<file path="config.mk">
export PLATFORM = sky130hd
export DESIGN_NAME = iepc_ctrl
export DESIGN_NICKNAME = d
export VERILOG_FILES = /design/src/iepc_pkg.sv /design/src/iepc_ctrl.sv
export VERILOG_INCLUDE_DIRS = /design/src
export SDC_FILE = /design/constraint.sdc
export NUM_CORES = 1
export LEC_CHECK = 0
export BUFFER_PORTS_ARGS = -buffer_cell sky130_fd_sc_hd__clkbuf_2
export CELL_PAD_IN_SITES_DETAIL_PLACEMENT = 0
export CELL_PAD_IN_SITES_GLOBAL_PLACEMENT = 2
export CORE_ASPECT_RATIO = 0.8
export CORE_MARGIN = 3
export CORE_UTILIZATION = 32
export DETAILED_ROUTE_END_ITERATION = 8
export GPL_TIMING_DRIVEN = 0
export MAX_ROUTING_LAYER = met4
export PLACE_DENSITY = 0.74
export SKIP_CTS_REPAIR_TIMING = 1
export SLEW_MARGIN = 20
export SYNTH_ARGS = -nofsm -noshare
export SYNTH_HDL_FRONTEND = slang
export SYNTH_SLANG_ARGS = --single-unit
</file>
<file path="constraint.sdc">
create_clock -name mclk -period 3.12 [get_ports mclk]
set_input_delay 0.156 -clock mclk [delete_from_list [all_inputs] [get_ports mclk]]
set_output_delay 0.156 -clock mclk [all_outputs]
set_load 0.05 [all_outputs]
</file>
<file path="src/iepc_regs.svh">
`ifndef IEPC_REGS_SVH
`define IEPC_REGS_SVH
// register offsets on the plain port
`define IEPC_OFS_ENABLE      4'h0
`define IEPC_OFS_PRIORITY    4'h1
`define IEPC_OFS_TIMER_IRQ_CONTROL_REG        4'h2
`define IEPC_OFS_GATE        4'h3
`define IEPC_OFS_STATUS      4'h4
`define IEPC_OFS_EV_CLEAR    4'h5
`define IEPC_OFS_EV_ENABLE   4'h6
// enable / priority bit positions
`define IEPC_BIT_EXT0        0
`define IEPC_BIT_TMR0        1
`define IEPC_BIT_EXT1        2
`define IEPC_BIT_TMR1        3
`define IEPC_BIT_SER         4
`define IEPC_BIT_TMR2        5
`define IEPC_BIT_GLOBAL      7
// control register bit positions
`define IEPC_TC_EXT0_TYPE    0
`define IEPC_TC_EXT0_FLAG    1
`define IEPC_TC_EXT1_TYPE    2
`define IEPC_TC_EXT1_FLAG    3
`define IEPC_TC_TMR0_RUN     4
`define IEPC_TC_TMR0_FLAG    5
`define IEPC_TC_TMR1_RUN     6
`define IEPC_TC_TMR1_FLAG    7
// writable masks; reserved bits read zero
`define IEPC_ENABLE_MASK     8'hbf
`define IEPC_PRIORITY_MASK   8'h3f
`define IEPC_RESET_VALUE     8'h00
// vector addresses
`define IEPC_VEC_EXT0        16'h0003
`define IEPC_VEC_TMR0        16'h000b
`define IEPC_VEC_EXT1        16'h0013
`define IEPC_VEC_TMR1        16'h001b
`define IEPC_VEC_SER         16'h0023
`define IEPC_VEC_TMR2        16'h002b
`define IEPC_NUM_SRC         6
`endif

</file>
<file path="src/iepc_pkg.sv">
package iepc_pkg;
    typedef enum logic [2:0] {
        IEPC_ST_IDLE = 3'b001,
        IEPC_ST_LOW  = 3'b010,
        IEPC_ST_HIGH = 3'b100
    } iepc_level_type;
endpackage

</file>
<file path="src/iepc_ctrl.sv">
`timescale 1ns/10ps
`include "iepc_regs.svh"
module iepc_ctrl (
    input  wire logic        mclk,
    input  wire logic        rst,
    input  wire logic [3:0]  addr,
    input  wire logic [7:0]  wdata,
    input  wire logic        wr,
    input  wire logic        rd,
    output logic      [7:0]  rdata,
    input  wire logic        ext0_request_pin,
    input  wire logic        ext1_request_pin,
    input  wire logic        timer0_overflow,
    input  wire logic        timer1_overflow,
    input  wire logic        uart_rx_done_flag,
    input  wire logic        uart_tx_done_flag,
    input  wire logic        timer2_overflow_flag,
    input  wire logic        timer2_ext_flag,
    input  wire logic        core_ack,
    input  wire logic        core_reti,
    output logic             irq_req,
    output logic      [15:0] irq_vector,
    output logic             timer0_count_en,
    output logic             timer1_count_en,
    output logic             irq
);
    import iepc_pkg::*;

    logic [7:0]  irq_enable_reg;
    logic [7:0]  irq_priority_reg;
    logic [7:0]  timer_irq_control_reg;
    logic [1:0]  gate_reg;
    logic [2:0]  ev_status;
    logic [2:0]  ev_enable;
    logic        ext0_pin_q;
    logic        ext1_pin_q;
    logic        in_service_low;
    logic        in_service_high;
    iepc_level_type level_state;
    logic [5:0]  src_req;
    logic [5:0]  src_ok;
    logic [5:0]  high_req;
    logic [5:0]  low_req;
    logic [5:0]  pick;
    logic        pick_high;
    logic        grant;
    logic [15:0] next_vector;
    logic        ext0_fall;
    logic        ext1_fall;
    logic        wr_timer_irq_control_reg;

    assign wr_timer_irq_control_reg = wr && addr == `IEPC_OFS_TIMER_IRQ_CONTROL_REG;
    assign ext0_fall = ext0_pin_q && !ext0_request_pin;
    assign ext1_fall = ext1_pin_q && !ext1_request_pin;

    // level-triggered inputs request straight from the pin, no latch
    always_comb
    begin
        src_req[`IEPC_BIT_EXT0] = timer_irq_control_reg[`IEPC_TC_EXT0_TYPE] ?
            timer_irq_control_reg[`IEPC_TC_EXT0_FLAG] : !ext0_request_pin;
        src_req[`IEPC_BIT_TMR0] = timer_irq_control_reg[`IEPC_TC_TMR0_FLAG];
        src_req[`IEPC_BIT_EXT1] = timer_irq_control_reg[`IEPC_TC_EXT1_TYPE] ?
            timer_irq_control_reg[`IEPC_TC_EXT1_FLAG] : !ext1_request_pin;
        src_req[`IEPC_BIT_TMR1] = timer_irq_control_reg[`IEPC_TC_TMR1_FLAG];
        src_req[`IEPC_BIT_SER]  = uart_rx_done_flag || uart_tx_done_flag;
        src_req[`IEPC_BIT_TMR2] = timer2_overflow_flag || timer2_ext_flag;
    end

    assign src_ok   = src_req & irq_enable_reg[5:0]
                    & {6{irq_enable_reg[`IEPC_BIT_GLOBAL]}};
    assign high_req = src_ok & irq_priority_reg[5:0];
    assign low_req  = src_ok & ~irq_priority_reg[5:0];

    // lowest bit index wins within a level
    always_comb
    begin
        pick_high = 1'b0;
        pick      = 6'h00;
        if (|high_req && !in_service_high)
        begin
            pick_high = 1'b1;
            pick      = high_req & (~high_req + 6'h01);
        end
        else if (|low_req && !in_service_high && !in_service_low)
        begin
            pick = low_req & (~low_req + 6'h01);
        end
    end
    assign grant = |pick;

    always_comb
    begin
        case (pick)
            6'h01:   next_vector = `IEPC_VEC_EXT0;
            6'h02:   next_vector = `IEPC_VEC_TMR0;
            6'h04:   next_vector = `IEPC_VEC_EXT1;
            6'h08:   next_vector = `IEPC_VEC_TMR1;
            6'h10:   next_vector = `IEPC_VEC_SER;
            6'h20:   next_vector = `IEPC_VEC_TMR2;
            default: next_vector = 16'h0000;
        endcase
    end

    // request held stable while the core finishes taking it
    logic [5:0] held_src;
    logic       held_high;
    always_ff @(posedge mclk)
    begin
        if (rst)
        begin
            irq_req    <= 1'b0;
            irq_vector <= 16'h0000;
            held_src   <= 6'h00;
            held_high  <= 1'b0;
        end
        else if (irq_req && core_ack)
        begin
            irq_req  <= 1'b0;
            held_src <= 6'h00;
        end
        else if (!irq_req && grant)
        begin
            irq_req    <= 1'b1;
            irq_vector <= next_vector;
            held_src   <= pick;
            held_high  <= pick_high;
        end
        else if (irq_req && !(|(held_src & src_ok)))
        begin
            // source withdrawn or masked before it was taken, so no late acknowledge
            irq_req  <= 1'b0;
            held_src <= 6'h00;
        end
    end

    logic took;
    assign took = irq_req && core_ack;

    always_ff @(posedge mclk)
    begin
        if (rst)
        begin
            in_service_low  <= 1'b0;
            in_service_high <= 1'b0;
            level_state     <= IEPC_ST_IDLE;
        end
        else
        begin
            case (level_state)
                IEPC_ST_IDLE:
                    if (took)
                    begin
                        level_state <= held_high ? IEPC_ST_HIGH : IEPC_ST_LOW;
                    end
                IEPC_ST_LOW:
                    if (took && held_high)
                    begin
                        level_state <= IEPC_ST_HIGH;
                    end
                    else if (core_reti)
                    begin
                        level_state <= IEPC_ST_IDLE;
                    end
                IEPC_ST_HIGH:
                    if (core_reti)
                    begin
                        level_state <= in_service_low ? IEPC_ST_LOW : IEPC_ST_IDLE;
                    end
                default: level_state <= IEPC_ST_IDLE;
            endcase
            // return closes the innermost level first
            if (took && held_high)
            begin
                in_service_high <= 1'b1;
            end
            else if (core_reti && in_service_high)
            begin
                in_service_high <= 1'b0;
            end
            if (took && !held_high)
            begin
                in_service_low <= 1'b1;
            end
            else if (core_reti && !in_service_high)
            begin
                in_service_low <= 1'b0;
            end
        end
    end

    always_ff @(posedge mclk)
    begin
        if (rst)
        begin
            ext0_pin_q <= 1'b1;
            ext1_pin_q <= 1'b1;
        end
        else
        begin
            ext0_pin_q <= ext0_request_pin;
            ext1_pin_q <= ext1_request_pin;
        end
    end

    // hardware set wins over software write and vector clear
    always_ff @(posedge mclk)
    begin
        if (rst)
        begin
            timer_irq_control_reg <= `IEPC_RESET_VALUE;
        end
        else
        begin
            if (wr_timer_irq_control_reg)
            begin
                timer_irq_control_reg <= wdata;
            end
            if (took && held_src[`IEPC_BIT_TMR0])
                timer_irq_control_reg[`IEPC_TC_TMR0_FLAG] <= 1'b0;
            if (took && held_src[`IEPC_BIT_TMR1])
                timer_irq_control_reg[`IEPC_TC_TMR1_FLAG] <= 1'b0;
            if (took && held_src[`IEPC_BIT_EXT0])
                timer_irq_control_reg[`IEPC_TC_EXT0_FLAG] <= 1'b0;
            if (took && held_src[`IEPC_BIT_EXT1])
                timer_irq_control_reg[`IEPC_TC_EXT1_FLAG] <= 1'b0;
            if (timer0_overflow)
            begin
                timer_irq_control_reg[`IEPC_TC_TMR0_FLAG] <= 1'b1;
            end
            if (timer1_overflow)
            begin
                timer_irq_control_reg[`IEPC_TC_TMR1_FLAG] <= 1'b1;
            end
            if (ext0_fall && timer_irq_control_reg[`IEPC_TC_EXT0_TYPE])
            begin
                timer_irq_control_reg[`IEPC_TC_EXT0_FLAG] <= 1'b1;
            end
            if (ext1_fall && timer_irq_control_reg[`IEPC_TC_EXT1_TYPE])
            begin
                timer_irq_control_reg[`IEPC_TC_EXT1_FLAG] <= 1'b1;
            end
        end
    end

    // reserved bits stored as zero, so a stray one does nothing
    always_ff @(posedge mclk)
    begin
        if (rst)
        begin
            irq_enable_reg   <= `IEPC_RESET_VALUE;
            irq_priority_reg <= `IEPC_RESET_VALUE;
            gate_reg         <= 2'h0;
            ev_enable        <= 3'h0;
        end
        else if (wr)
        begin
            case (addr)
                `IEPC_OFS_ENABLE:    irq_enable_reg   <= wdata & `IEPC_ENABLE_MASK;
                `IEPC_OFS_PRIORITY:  irq_priority_reg <= wdata & `IEPC_PRIORITY_MASK;
                `IEPC_OFS_GATE:      gate_reg         <= wdata[1:0];
                `IEPC_OFS_EV_ENABLE: ev_enable        <= wdata[2:0];
                default:             ;
            endcase
        end
    end

    // events: grant taken, nested high grant, return from service
    always_ff @(posedge mclk)
    begin
        if (rst)
        begin
            ev_status <= 3'h0;
        end
        else
        begin
            ev_status <= (ev_status & ~((wr && addr == `IEPC_OFS_EV_CLEAR) ? wdata[2:0] : 3'h0))
                       | {core_reti, took && in_service_low && held_high, took};
        end
    end

    always_ff @(posedge mclk)
    begin
        if (rst)
        begin
            timer0_count_en <= 1'b0;
            timer1_count_en <= 1'b0;
            irq             <= 1'b0;
        end
        else
        begin
            timer0_count_en <= timer_irq_control_reg[`IEPC_TC_TMR0_RUN]
                               && (!gate_reg[0] || ext0_request_pin);
            timer1_count_en <= timer_irq_control_reg[`IEPC_TC_TMR1_RUN]
                               && (!gate_reg[1] || ext1_request_pin);
            irq             <= |(ev_status & ev_enable);
        end
    end

    always_ff @(posedge mclk)
    begin
        if (rst || !rd)
        begin
            rdata <= 8'h00;
        end
        else
        begin
            case (addr)
                `IEPC_OFS_ENABLE:    rdata <= irq_enable_reg;
                `IEPC_OFS_PRIORITY:  rdata <= irq_priority_reg;
                `IEPC_OFS_TIMER_IRQ_CONTROL_REG:      rdata <= timer_irq_control_reg;
                `IEPC_OFS_GATE:      rdata <= {6'h00, gate_reg};
                `IEPC_OFS_STATUS:    rdata <= {3'h0, in_service_high, in_service_low, ev_status};
                `IEPC_OFS_EV_ENABLE: rdata <= {5'h00, ev_enable};
                default:             rdata <= 8'h00;
            endcase
        end
    end

    chk_global_blocks: assert property (@(posedge mclk) disable iff (rst)
        !irq_enable_reg[`IEPC_BIT_GLOBAL] |=> !(irq_req && !$past(irq_req)))
        else $error("request raised with global enable clear");
    chk_no_nest_same: assert property (@(posedge mclk) disable iff (rst)
        $rose(irq_req) |-> $past(level_state) == IEPC_ST_IDLE || (held_high && $past(level_state) == IEPC_ST_LOW))
        else $error("request raised over a level already in service");
    chk_vector_map: assert property (@(posedge mclk) disable iff (rst)
        $rose(irq_req) && held_src == 6'h01 |-> irq_vector == `IEPC_VEC_EXT0)
        else $error("external 0 vector wrong");
    chk_order_first: assert property (@(posedge mclk) disable iff (rst)
        !irq_req && grant && src_ok[0] && !irq_priority_reg[0] && !(|high_req) |=> held_src == 6'h01)
        else $error("external 0 not chosen first");
    chk_tmr_flag_clr: assert property (@(posedge mclk) disable iff (rst)
        took && held_src == 6'h02 && !timer0_overflow && !wr_timer_irq_control_reg |=> !timer_irq_control_reg[5])
        else $error("timer 0 flag not cleared on vector");
    chk_edge_sets: assert property (@(posedge mclk) disable iff (rst)
        ext1_fall && timer_irq_control_reg[2] && !wr_timer_irq_control_reg |=> timer_irq_control_reg[3])
        else $error("external 1 edge lost");
    chk_gate_count: assert property (@(posedge mclk) disable iff (rst)
        gate_reg[0] && !ext0_request_pin |=> !timer0_count_en)
        else $error("gated timer 0 counted with pin low");
    chk_service_flag: assert property (@(posedge mclk) disable iff (rst)
        took && !held_high |=> in_service_low)
        else $error("low in-service flag not set");
    cov_high_nest: cover property (@(posedge mclk) disable iff (rst) took && in_service_low && held_high);
    cov_return: cover property (@(posedge mclk) disable iff (rst) core_reti && in_service_high);
    cov_two_pending: cover property (@(posedge mclk) disable iff (rst) $countones(low_req) > 1 && grant);
endmodule // iepc_ctrl

</file>
* After elaboration in Yosys (flattened, before gate mapping)
Cells that the tools add are included.
W data, S select, Z words.
** Storage, ports and cells
- Input bits :: 26
- Register bits after elaboration :: 68
** Cells by class
- Reductions and logical operators :: 58
- Multiplexer cells :: 25
- Equal/unequal tests :: 12
- Add/subtract/negate cells :: 2
- Bitwise operators :: 15
** Operator list (count)
- $pmux W8 S6 :: 1
- $and A6 B6 Y6 :: 7
- $pmux W6 S6 :: 1
- $logic_and A1 B1 Y1 :: 24
- $mux W6 :: 4
- $reduce_or A6 Y1 :: 4
- $not A6 Y6 :: 3
- $mux W1 :: 17
- $add A6 B1 Y6 const B :: 2
- $eq A4 B3 Y1 const B :: 3
- $reduce_bool A3 Y1 :: 4
- $logic_not A1 Y1 :: 10
- $reduce_and A2 Y1 :: 5
- $eq A4 B2 Y1 const B :: 2
- $mux W8 :: 1
- $and A3 B3 Y3 :: 2
- $eq A6 B1 Y1 const B :: 1
- $eq A6 B2 Y1 const B :: 1
- $eq A6 B3 Y1 const B :: 1
- $eq A6 B4 Y1 const B :: 1
- $eq A6 B5 Y1 const B :: 1
- $eq A6 B6 Y1 const B :: 1
- $reduce_bool A2 Y1 :: 3
- $logic_or A1 B1 Y1 :: 5
- 8 further kinds :: 8

* Logic depth before layout (Yosys ltp)
Gate-level depths: netlist (run 1).
- Depth in word-level cells :: 13
- Gate-level depth with buffers :: 10
- Mapped depth without buffers :: 8

* Worst setup path before layout (run 1)
Ideal clock, no wire load.
- Path type :: register to register
- Start point :: reg irq_enable_reg[7]
- End point :: reg irq_vector[4]
- Buffers on the path :: 2
- Arrival :: 2.064 ns
- Setup slack :: 0.929 ns
- Cell stages (with the launch flop) :: 11
- Setup time :: 0.128 ns
- Path through :: dfxtp_1 -> buf_6 -> o211ai_2 -> or2_1 -> and4_4 -> a31oi_4 -> o31ai_2 -> o41ai_2 -> buf_4 -> mux2i_1 -> nor2_1
** On the way
- Longest elaborated chain between the ends :: 10
- Elaborated cells between the ends (all ways) :: 26
- Those cells by class :: add/sub: 2; eq/ne: 6; mux: 3; bitwise: 7; reduce/logical: 8
** Ends and longest elaborated chain
- start, declared :: RTL line iepc_ctrl.sv:29 : logic [7:0] irq_enable_reg;
- start signal, assigned :: RTL line iepc_ctrl.sv:250 : irq_enable_reg <= `IEPC_RESET_VALUE;
- start signal, assigned :: RTL line iepc_ctrl.sv:258 : `IEPC_OFS_ENABLE: irq_enable_reg <= wdata & `IEPC_ENABLE_MASK;
- $and A6 B6 Y6 * :: RTL line iepc_ctrl.sv:69 : assign src_ok = src_req & irq_enable_reg[5:0]
- $and A6 B6 Y6 :: RTL line iepc_ctrl.sv:72 : assign low_req = src_ok & ~irq_priority_reg[5:0];
- $not A6 Y6 / $reduce_or A6 Y1 (equally long branches) :: RTL line iepc_ctrl.sv:86, iepc_ctrl.sv:84
- $add A6 B1 Y6 / $logic_and A1 B1 Y1 (equally long branches) :: RTL line iepc_ctrl.sv:86, iepc_ctrl.sv:84
- $and A6 B6 Y6 / $logic_and A1 B1 Y1 (equally long branches) :: RTL line iepc_ctrl.sv:86, iepc_ctrl.sv:84
- $mux W6 :: RTL line iepc_ctrl.sv:84 : else if (|low_req && !in_service_high && !in_service_low)
- $mux W6 * :: RTL line iepc_ctrl.sv:79 : if (|high_req && !in_service_high)
- parallel branches: the longest is 3 deep, another holds $eq A6 B6 Y1
- end signal, assigned :: RTL line iepc_ctrl.sv:124 : irq_vector <= next_vector;
- end, declared :: RTL line iepc_ctrl.sv:22 : output logic [15:0] irq_vector,
Every way passes the cells marked *.
A chain may end at the register's enable or synchronous reset.

* Worst setup path after layout (run 1)
Ends and elaborated chain as after synthesis.

==> metrics, run 1 <==
Die H 91.0 µm; CP required 3.28 ns; gr ovfl total 0; cell at the slowest stage of the critical path dfxtp_1; area of the core 8630 µm²; hold depth 3; Adder-Cell Fraction of Synth Area 0%; Worst EP arrival 2.85 ns; Reg2Reg Setup Slack 0.43 ns; fraction of layout cells with a size suffix above 1 20.2%; hold_sp timer1_overflow; via count 2710; main combinational cell family by area after synthesis simple AND/OR/NAND/NOR gates; Post-route DRC 0; initial antenna violation count 0; Routed WL 9170 µm; Die W 112 µm; port bufs 40; Min-Delay Endpoint timer_irq_control_reg[7]; vias per inst 5.23; post-layout minimum cycle time 2.69 ns; Final Hold Fails 0; static leakage 1.42 nW; max cap viols 0; post-synthesis mux area share 8.41%; Final ANT Viol Nets 0; clock transition at the registers of the reported paths 0.07 ns; clock skew 0.00511 ns; crit-path cells buf_6 -> o211a_1 -> nand2_1 -> a41oi_2 -> a2bb2oi_2 -> o31ai_1 -> o41ai_2 -> buf_4 -> mux2i_1 -> nor2_1; CTS H-tree depth 2; endpoints failing setup 0; First-pass DRT Iterations 5; Syn-to-layout area delta 18.8%; Initial DRC Count 175; FF-to-FF Start irq_enable_reg[7]; relative slew slack 56.0%; clock sinks 56; PnR worst setup slack 0.426 ns; status completed; # fillers 942; CP Capture Type flip-flop; Total GRT Usage 18.6%; Max Root-Sink Buffers 2; Bufs and invs on worst path 2; Cell variety after synth 58; Initial Util 33.4%; commonest non-fill, non-tap cell in the layout dfxtp_1; Syn Inst Count 348; post-synthesis compound-gate area fraction 20.2%; Crit Path Max Fanout 10; CTS Buf Count 5; die area 10200 µm²; vias in the first global route 2566; first-pass GRT wire length 14500 µm; post-DR wirelength/cell 17.7 µm; crit-path leading delay family compound AO/OA/AOI/OAI gates; Syn Std Cell Area 2890 µm²; number of nets in the layout 431; Placer Congestion 0.826; startpoint types flip-flop; Hold WC Path Type in2reg; actual slew at the worst max-slew pin 0.660 ns; synthesis warning total 0; clk_lat worst skew 0.29 ns; PD cells 440 nW/µm²; VDD IR max 0.000230 V; most frequent cells in the layout 56 x dfxtp_1, 49 x nor2_1, 40 x clkbuf_2; Ant. Diodes 0; Post-synth EDFFs 0; Synth Flop Type dfxtp_1; post-detail-place hpwl 7030 µm; pre-CTS setup slack 0.472 ns; CTS tree yes; reg-to-reg endpoint irq_vector[4]; Final Slew Violations 0; period utilization 86.3%; root buf cell clkbuf_16; Cell Rows 30; Fmax achieved 371 MHz; io pins 54; reg2reg path depth 10; Sum Neg Setup Slack 0 ns; Post-Synth XOR/XNOR Area 0%; Setup CP Type reg2reg; mean post-synth cell area 8.30 µm²; RSZ-0062 raised after global routing no; Yosys reg bits 56; sequential share of the synthesized area 38.8%; critical path's largest stage delay 0.44 ns; fraction of registers with async set/reset 0%; largest net degree at the start of global routing 17; Synth Area in Simple Gates 25.2%; final core utilization 39.7%
report_power, final:
| part | switching (mW) | leakage (nW) | internal [mW] | total [mW] |
|---|---|---|---|---|
| Combinational | 0.100 | 0.882 | 0.0430 | 0.143 |
| Sequential | 0.00894 | 0.453 | 0.723 | 0.732 |
| Clock | 0.256 | 0.0808 | 0.378 | 0.635 |
area by class of cell:
cell class,count,area [µm²],area share [%]
plain buffers,30,171,5.00
inverters,10,37.5,1.09
repair buffers,40,200,5.84
well taps,112,140,4.09
flip-flops and latches,56,1120,32.7
clock buffers,6,129,3.76
clock inverters,2,35.0,1.02
multi-input cells,262,1600,46.5
metal layers:
| layer | track usage (%) | routed length (µm) | share of wire, % |
|---|---|---|---|
| met5 | - | 0 | 0 |
| met4 | 3.30 | 66 | 0.72 |
| met3 | 2.93 | 509 | 5.6 |
| met2 | 25.7 | 3670 | 40 |
| met1 | 28.4 | 4920 | 54 |
worst min-delay path, delay by kind of cell:
kind	cells	cell delay, ns
buf+inv	1	0.08
simple gates	2	0.10
cells by family after synthesis:
logic type / Yosys count
AO/OA/AOI/OAI: 79
AND/OR/NAND/NOR: 148
flip-flops: 56
buffers and inverters: 40
multiplexers: 24
other: 1
through the flow:
stage / hold WS [ns] / std cells / instance area [µm²] / power [mW]
after floorplan: 0.235 / 358 / 2930 / 0.839
after global placement: 0.371 / 510 / 3270 / 0.890
after detailed placement: 0.379 / 510 / 3270 / 0.890
after CTS: 0.0775 / 518 / 3430 / 1.53
after global routing: 0.0993 / 518 / 3430 / 1.57
final: 0.0780 / 518 / 3430 / 1.51
how the worst max path moves through the flow:
stage | startpoint | to | slack, ns | cells after the start
after floorplan | irq_enable_reg[7] | irq_vector[4] | 0.93 | 10
after global placement | irq_enable_reg[7] | irq_vector[4] | 0.40 | 10
after detailed placement | irq_enable_reg[7] | irq_vector[4] | 0.47 | 10
after CTS | irq_enable_reg[7] | irq_vector[4] | 0.46 | 10
after global routing | irq_enable_reg[7] | irq_vector[4] | 0.22 | 10
final | irq_enable_reg[7] | irq_vector[4] | 0.43 | 10
synthesized netlist by cell type (2+ instances only):
cell type | n | share of area (%)
a211oi_1 | 3 | 0.78
nor2b_1 | 7 | 1.5
a32oi_1 | 3 | 0.91
a21oi_1 | 28 | 4.9
o31ai_1 | 2 | 0.52
inv_1 | 10 | 1.3
mux2i_1 | 22 | 7.6
buf_2 | 2 | 0.35
nand4_1 | 2 | 0.43
nor4_1 | 2 | 0.43
nand2b_1 | 7 | 1.5
buf_4 | 13 | 3.4
nand3_1 | 18 | 3.1
nor3_1 | 6 | 1.0
mux2_2 | 2 | 0.78
a22oi_1 | 4 | 1.0
nand3b_1 | 4 | 1.0
a32o_1 | 3 | 1.0
and3_1 | 5 | 1.1
dfxtp_1 | 56 | 39
clkbuf_1 | 13 | 1.7
o21ai_0 | 7 | 1.2
or2_2 | 3 | 0.65
nor3b_1 | 2 | 0.52
o221a_2 | 3 | 1.2
a31oi_1 | 9 | 1.9
nand2_1 | 32 | 4.2
o211a_1 | 2 | 0.69
nor2_1 | 49 | 6.4
Power figures use the tool's default switching activity.
==> inputs of run 2 (changes only) <==
--- a/config.mk
+++ b/config.mk
@@ -12,6 +12,7 @@
 export CORE_ASPECT_RATIO = 0.8
 export CORE_MARGIN = 3
 export CORE_UTILIZATION = 32
+export CTS_BUF_LIST = sky130_fd_sc_hd__clkbuf_8 sky130_fd_sc_hd__clkbuf_16
 export DETAILED_ROUTE_END_ITERATION = 8
 export GPL_TIMING_DRIVEN = 0
 export MAX_ROUTING_LAYER = met4
==> run 2 against run 1 <==
  * Critical path depth is the same
  * Sequential power is essentially flat
  * Critical endpoint unchanged
  * Worst setup slack is essentially flat
  * Cell count is the same
  * Sequential share of layout area is the same
  * Count of clock-buffer cells in the layout shrank 1
  * Cell area is the same
==> metrics, run 2 (synthesis results as in run 1) <==
status completed; Setup CP Type reg2reg; die area 10200 µm² (unchanged); Hold WC Path Type in2reg; relative slew slack 55.9% (-0.090 points); Reg2Reg Setup Slack 0.43 ns (about the same); Initial DRC Count 175 (unchanged); CP Capture Type flip-flop; number of nets in the layout 431 (unchanged); hold_sp timer1_overflow; clock skew 0.00503 ns (-0.0000817 ns); gr ovfl total 0 (unchanged); CTS Buf Count 5 (unchanged); reg-to-reg endpoint irq_vector[4]; CTS tree yes; RSZ-0062 raised after global routing no; clk_lat worst skew 0.29 ns (about the same); commonest non-fill, non-tap cell in the layout dfxtp_1; Final ANT Viol Nets 0 (unchanged); Post-route DRC 0 (unchanged); Die W 112 µm (unchanged); fraction of layout cells with a size suffix above 1 20.2% (unchanged); static leakage 1.42 nW (+0.29%); First-pass DRT Iterations 4 (-1); io pins 54 (unchanged); post-DR wirelength/cell 17.7 µm (about the same); post-layout minimum cycle time 2.69 ns (-0.0000800 ns); Routed WL 9170 µm (about the same); Fmax achieved 371 MHz (about the same); Cell Rows 30 (unchanged); initial antenna violation count 0 (unchanged); Max Root-Sink Buffers 2 (unchanged); hold depth 3 (unchanged); CTS H-tree depth 2 (unchanged); Worst EP arrival 2.85 ns (about the same); period utilization 86.3% (about the same); Initial Util 33.4% (unchanged); largest net degree at the start of global routing 17 (unchanged); VDD IR max 0.000229 V (-0.51%); clock sinks 56 (unchanged); Syn-to-layout area delta 18.8% (unchanged); FF-to-FF Start irq_enable_reg[7]; vias in the first global route 2566 (unchanged); most frequent cells in the layout 56 x dfxtp_1, 49 x nor2_1, 40 x clkbuf_2; Total GRT Usage 18.6% (unchanged); actual slew at the worst max-slew pin 0.661 ns (+0.00136 ns); Min-Delay Endpoint timer_irq_control_reg[7]; via count 2702 (-0.30%); hold_ws 0.0776 ns (-0.000320 ns); PD cells 440 nW/µm² (-0.15%); Final Hold Fails 0 (unchanged); endpoints failing setup 0 (unchanged); vias per inst 5.22 (-0.30%); root buf cell clkbuf_16; Overall Power 1.51 mW (-0.15%); Sum Neg Setup Slack 0 ns (unchanged); clock transition at the registers of the reported paths 0.07 ns (about the same); first-pass GRT wire length 14500 µm (unchanged); Crit Path Max Fanout 10 (unchanged); post-detail-place hpwl 7030 µm (unchanged); area of the core 8630 µm² (unchanged); Die H 91.0 µm (unchanged); Ant. Diodes 0 (unchanged); Final Slew Violations 0 (unchanged); startpoint types flip-flop; Placer Congestion 0.826 (unchanged); max cap viols 0 (unchanged); # fillers 942 (unchanged); port bufs 40 (unchanged); reg2reg path depth 10 (unchanged); CP required 3.28 ns (about the same)
[run 2: changes by cell type in the layout (fill, tap and decap cells not counted)]
cell	delta
clkbuf_1	-1
inv_1	+1
[run 2: through the flow]
step | setup slack [ns] | cell area, µm² | util, % | std cells
6_report | 0.426 | 3430 | 39.7 | 518
5_1_grt | 0.219 | 3430 | 39.7 | 518
4_1_cts | 0.463 | 3430 | 39.7 | 518
3_5_place_dp | 0.472 | 3270 | 37.8 | 510
3_3_place_gp | 0.400 | 3270 | 37.8 | 510
2_1_floorplan | 0.929 | 2930 | - | 358
[run 2: metal layers]
metal / vias to the layer above / track usage [%] / part of all wire, %
met4: 0 / 3.30 / 0.72
met2: 76 / 25.7 / 40
met3: 5 / 2.93 / 5.7
met5: - / - / 0
li1: 1347 / - / -
met1: 1274 / 28.4 / 53
[run 2: worst max-delay path by stage]
stage / from / endpoint / slack (ns)
4_1_cts: irq_enable_reg[7] / irq_vector[4] / 0.46
3_3_place_gp: irq_enable_reg[7] / irq_vector[4] / 0.40
5_1_grt: irq_enable_reg[7] / irq_vector[4] / 0.22
2_1_floorplan: irq_enable_reg[7] / irq_vector[4] / 0.93
6_report: irq_enable_reg[7] / irq_vector[4] / 0.43
3_5_place_dp: irq_enable_reg[7] / irq_vector[4] / 0.47
[run 2: cell type report]
type / count / area [µm²] / area share, %
multi-input cells: 262 / 1600 / 46.5
flip-flops and latches: 56 / 1120 / 32.7
repair buffers: 40 / 200 / 5.84
plain buffers: 30 / 171 / 5.00
well taps: 112 / 140 / 4.09
clock buffers: 5 / 125 / 3.65
clock inverters: 3 / 38.8 / 1.13
inverters: 10 / 37.5 / 1.09
[run 2: worst max-delay path: stages, from the launching register on]
cell	delay, ns
dfxtp_1	0.44
buf_6	0.19
o211a_1	0.22
nand2_1	0.13
a41oi_2	0.36
a2bb2oi_2	0.29
o31ai_1	0.16
o41ai_2	0.28
buf_4	0.24
mux2i_1	0.19
nor2_1	0.06
[run 2: report_power, final]
part           switching [mW]  internal (mW)  leakage (nW)  total, mW
Clock                   0.257          0.375        0.0850      0.632
Sequential            0.00895          0.723         0.453      0.732
Combinational           0.100         0.0430         0.882      0.143
Total                   0.366           1.14          1.42       1.51
==> inputs of run 3 (changes only) <==
==> config.mk (replaced) <==
export PLATFORM = sky130hd
export DESIGN_NAME = iepc_ctrl
export DESIGN_NICKNAME = d
export VERILOG_FILES = /design/src/iepc_pkg.sv /design/src/iepc_ctrl.sv
export VERILOG_INCLUDE_DIRS = /design/src
export SDC_FILE = /design/constraint.sdc
export NUM_CORES = 1
export LEC_CHECK = 0
export BUFFER_PORTS_ARGS = -buffer_cell sky130_fd_sc_hd__buf_2
export CORE_ASPECT_RATIO = 0.8
export CORE_MARGIN = 3
export CORE_UTILIZATION = 50
export CTS_BUF_LIST = sky130_fd_sc_hd__clkbuf_8 sky130_fd_sc_hd__clkbuf_16
export DETAILED_ROUTE_END_ITERATION = 8
export GPL_TIMING_DRIVEN = 0
export MAX_ROUTING_LAYER = met4
export PLACE_DENSITY = 0.69
export SKIP_CTS_REPAIR_TIMING = 1
export SLEW_MARGIN = 20
export SYNTH_ARGS = -nofsm -noshare
export SYNTH_HDL_FRONTEND = slang
export SYNTH_SLANG_ARGS = --single-unit
==> run 3 against run 2 <==
  * Worst setup slack improved by 0.028 ns
  * Cell area is 3.3% lower
  * Cell count decreased by 6.6%
  * Sequential power about the same
  * Sequential cell count unchanged
  * Global-route usage rose by 5.9 points
  * Die area is 34% lower
  * Clock power fell by 33%
  * Fmax up 1.1%
  * Sequential share of layout area grew 1.1 points
  * Critical path type unchanged
  * Largest power group unchanged
  * Highest routed layer unchanged
==> metrics, run 3 (synthesis results as in run 1) <==
Initial Util 52.3% (+19 points); reg-to-reg endpoint irq_vector[4]; Syn-to-layout area delta 14.9%; Cell Rows 24 (-20%); Die W 91.0 µm (-19%); Crit Path Max Fanout 10 (unchanged); vias in the first global route 2401 (-6.4%); Hold WC Path Type in2reg; # fillers 533 (-43%); clock skew 0.00784 ns (+0.00281 ns); startpoint types flip-flop; clock transition at the registers of the reported paths 0.10 ns (+0.03 ns); status completed; Total GRT Usage 24.5% (+5.9 points); PnR worst setup slack 0.454 ns (+0.0284 ns); vias per inst 5.75 (+10%); CTS H-tree depth 2 (unchanged); static leakage 1.39 nW (-1.8%); commonest non-fill, non-tap cell in the layout dfxtp_1; RSZ-0062 raised after global routing no; PD cells 389 nW/µm² (-11%); CP Capture Type flip-flop; crit path to irq_vector[4]; max cap viols 0 (unchanged); CTS tree yes; Initial DRC Count 272 (+55%); Placer Congestion 0.960 (+16%); Max Root-Sink Buffers 2 (unchanged); CP required 3.32 ns (+0.04 ns); FF/Latch Area 1120 µm² (unchanged); FF-to-FF Start irq_enable_reg[7]; post-DR wirelength/cell 16.8 µm (-5.4%); VDD IR max 0.000267 V (+17%); Crit. Startpoint irq_enable_reg[7]; Final ANT Viol Nets 0 (unchanged); Routed WL 8110 µm (-12%); metal2 WL 3410 µm (-7.8%); Post-route DRC 0 (unchanged); io pins 54 (unchanged); First-pass DRT Iterations 5 (+1); reg2reg path depth 10 (unchanged); fraction of layout cells with a size suffix above 1 20.2% (unchanged); initial antenna violation count 0 (unchanged); pre-CTS setup slack 0.519 ns (+0.0466 ns); Sum Neg Setup Slack 0 ns (unchanged); port bufs 40 (unchanged); area of the multi-input gates 1600 µm² (unchanged); Worst EP arrival 2.86 ns (about the same); endpoints failing setup 0 (unchanged); die area 6730 µm² (-34%); post-layout minimum cycle time 2.67 ns (-0.0284 ns); via count 2785 (+3.1%); number of nets in the layout 431 (unchanged); post-detail-place hpwl 6140 µm (-13%); met3 routed wirelength 721 µm (+37%); Final Slew Violations 0 (unchanged); largest net degree at the start of global routing 17 (unchanged); most frequent cells in the layout 56 x dfxtp_1, 49 x nor2_1, 42 x buf_2; Ant. Diodes 0 (unchanged); top layer in use met4; gr ovfl total 0 (unchanged); Overall Power 1.29 mW (-14%); Setup CP Type reg2reg; wl on met1 3890 µm (-20%); Final Hold Fails 0 (unchanged); root buf cell clkbuf_8; CTS Buf Count 5 (unchanged); clock sinks 56 (unchanged); hold_ws 0.0521 ns (-0.0256 ns); first-pass GRT wire length 12500 µm (-14%); final core utilization 60.0% (+20 points); area of the core 5530 µm² (-36%); relative slew slack 56.7% (+0.83 points); Fmax achieved 375 MHz (+1.1%); Reg2Reg Setup Slack 0.45 ns (+0.03 ns); clk_lat worst skew 0.32 ns (+0.03 ns); period utilization 85.4% (-0.91 points); Die H 74.0 µm (-19%); actual slew at the worst max-slew pin 0.649 ns (-0.0124 ns)
-- run 3: cell types whose count changed in the layout (fill, tap and decap cells not counted), sizes merged --
cell      delta
buf         +40
clkbuf      -39
bufinv       -1
clkinv       -1
clkinvlp     +1
-- run 3: how the worst min path moves through the flow --
stage,cells past startpoint,to,slack (ns),startpoint
floorplan,1,rdata[5],0.23,addr[3]
global placement,3,timer_irq_control_reg[7],0.36,timer1_overflow
detailed placement,2,rdata[5],0.39,addr[3]
CTS,2,rdata[5],0.05,addr[3]
global route,2,rdata[5],0.06,addr[3]
finish,2,rdata[5],0.05,addr[3]
-- run 3: cell type report --
cell class,count,share of cell area [%]
clock inverters,2,0.339
clock buffers,6,2.49
repair buffers,40,6.04
multi-input cells,262,48.1
flip-flops and latches,56,33.8
plain buffers,30,5.17
well taps,78,2.94
inverters,10,1.13
-- run 3: stage by stage --
step	std cells	area [µm²]
2_1_floorplan	358	2930
3_3_place_gp	476	3220
3_5_place_dp	476	3220
4_1_cts	484	3320
5_1_grt	484	3320
6_report	484	3320
-- run 3: worst max-delay path, stage by stage, from the launching register on --
cell and delay, ns:
dfxtp_1 0.46, buf_6 0.19, o211a_1 0.19, nand2_1 0.12, a41oi_2 0.42, a2bb2oi_2 0.25, o31ai_1 0.16, o41ai_2 0.28
buf_4 0.24, mux2i_1 0.19, nor2_1 0.05
-- run 3: power breakdown --
| part | switching (mW) | internal (mW) |
|---|---|---|
| sequential | 0.00851 | 0.723 |
| clock | 0.243 | 0.178 |
| combinational | 0.0963 | 0.0431 |
-- run 3: metal layers --
| layer | vias to the layer above | track usage [%] |
|---|---|---|
| met4 | 0 | 5.69 |
| li1 | 1336 | - |
| met1 | 1299 | 35.7 |
| met2 | 139 | 35.0 |
| met5 | - | - |
| met3 | 11 | 4.75 |
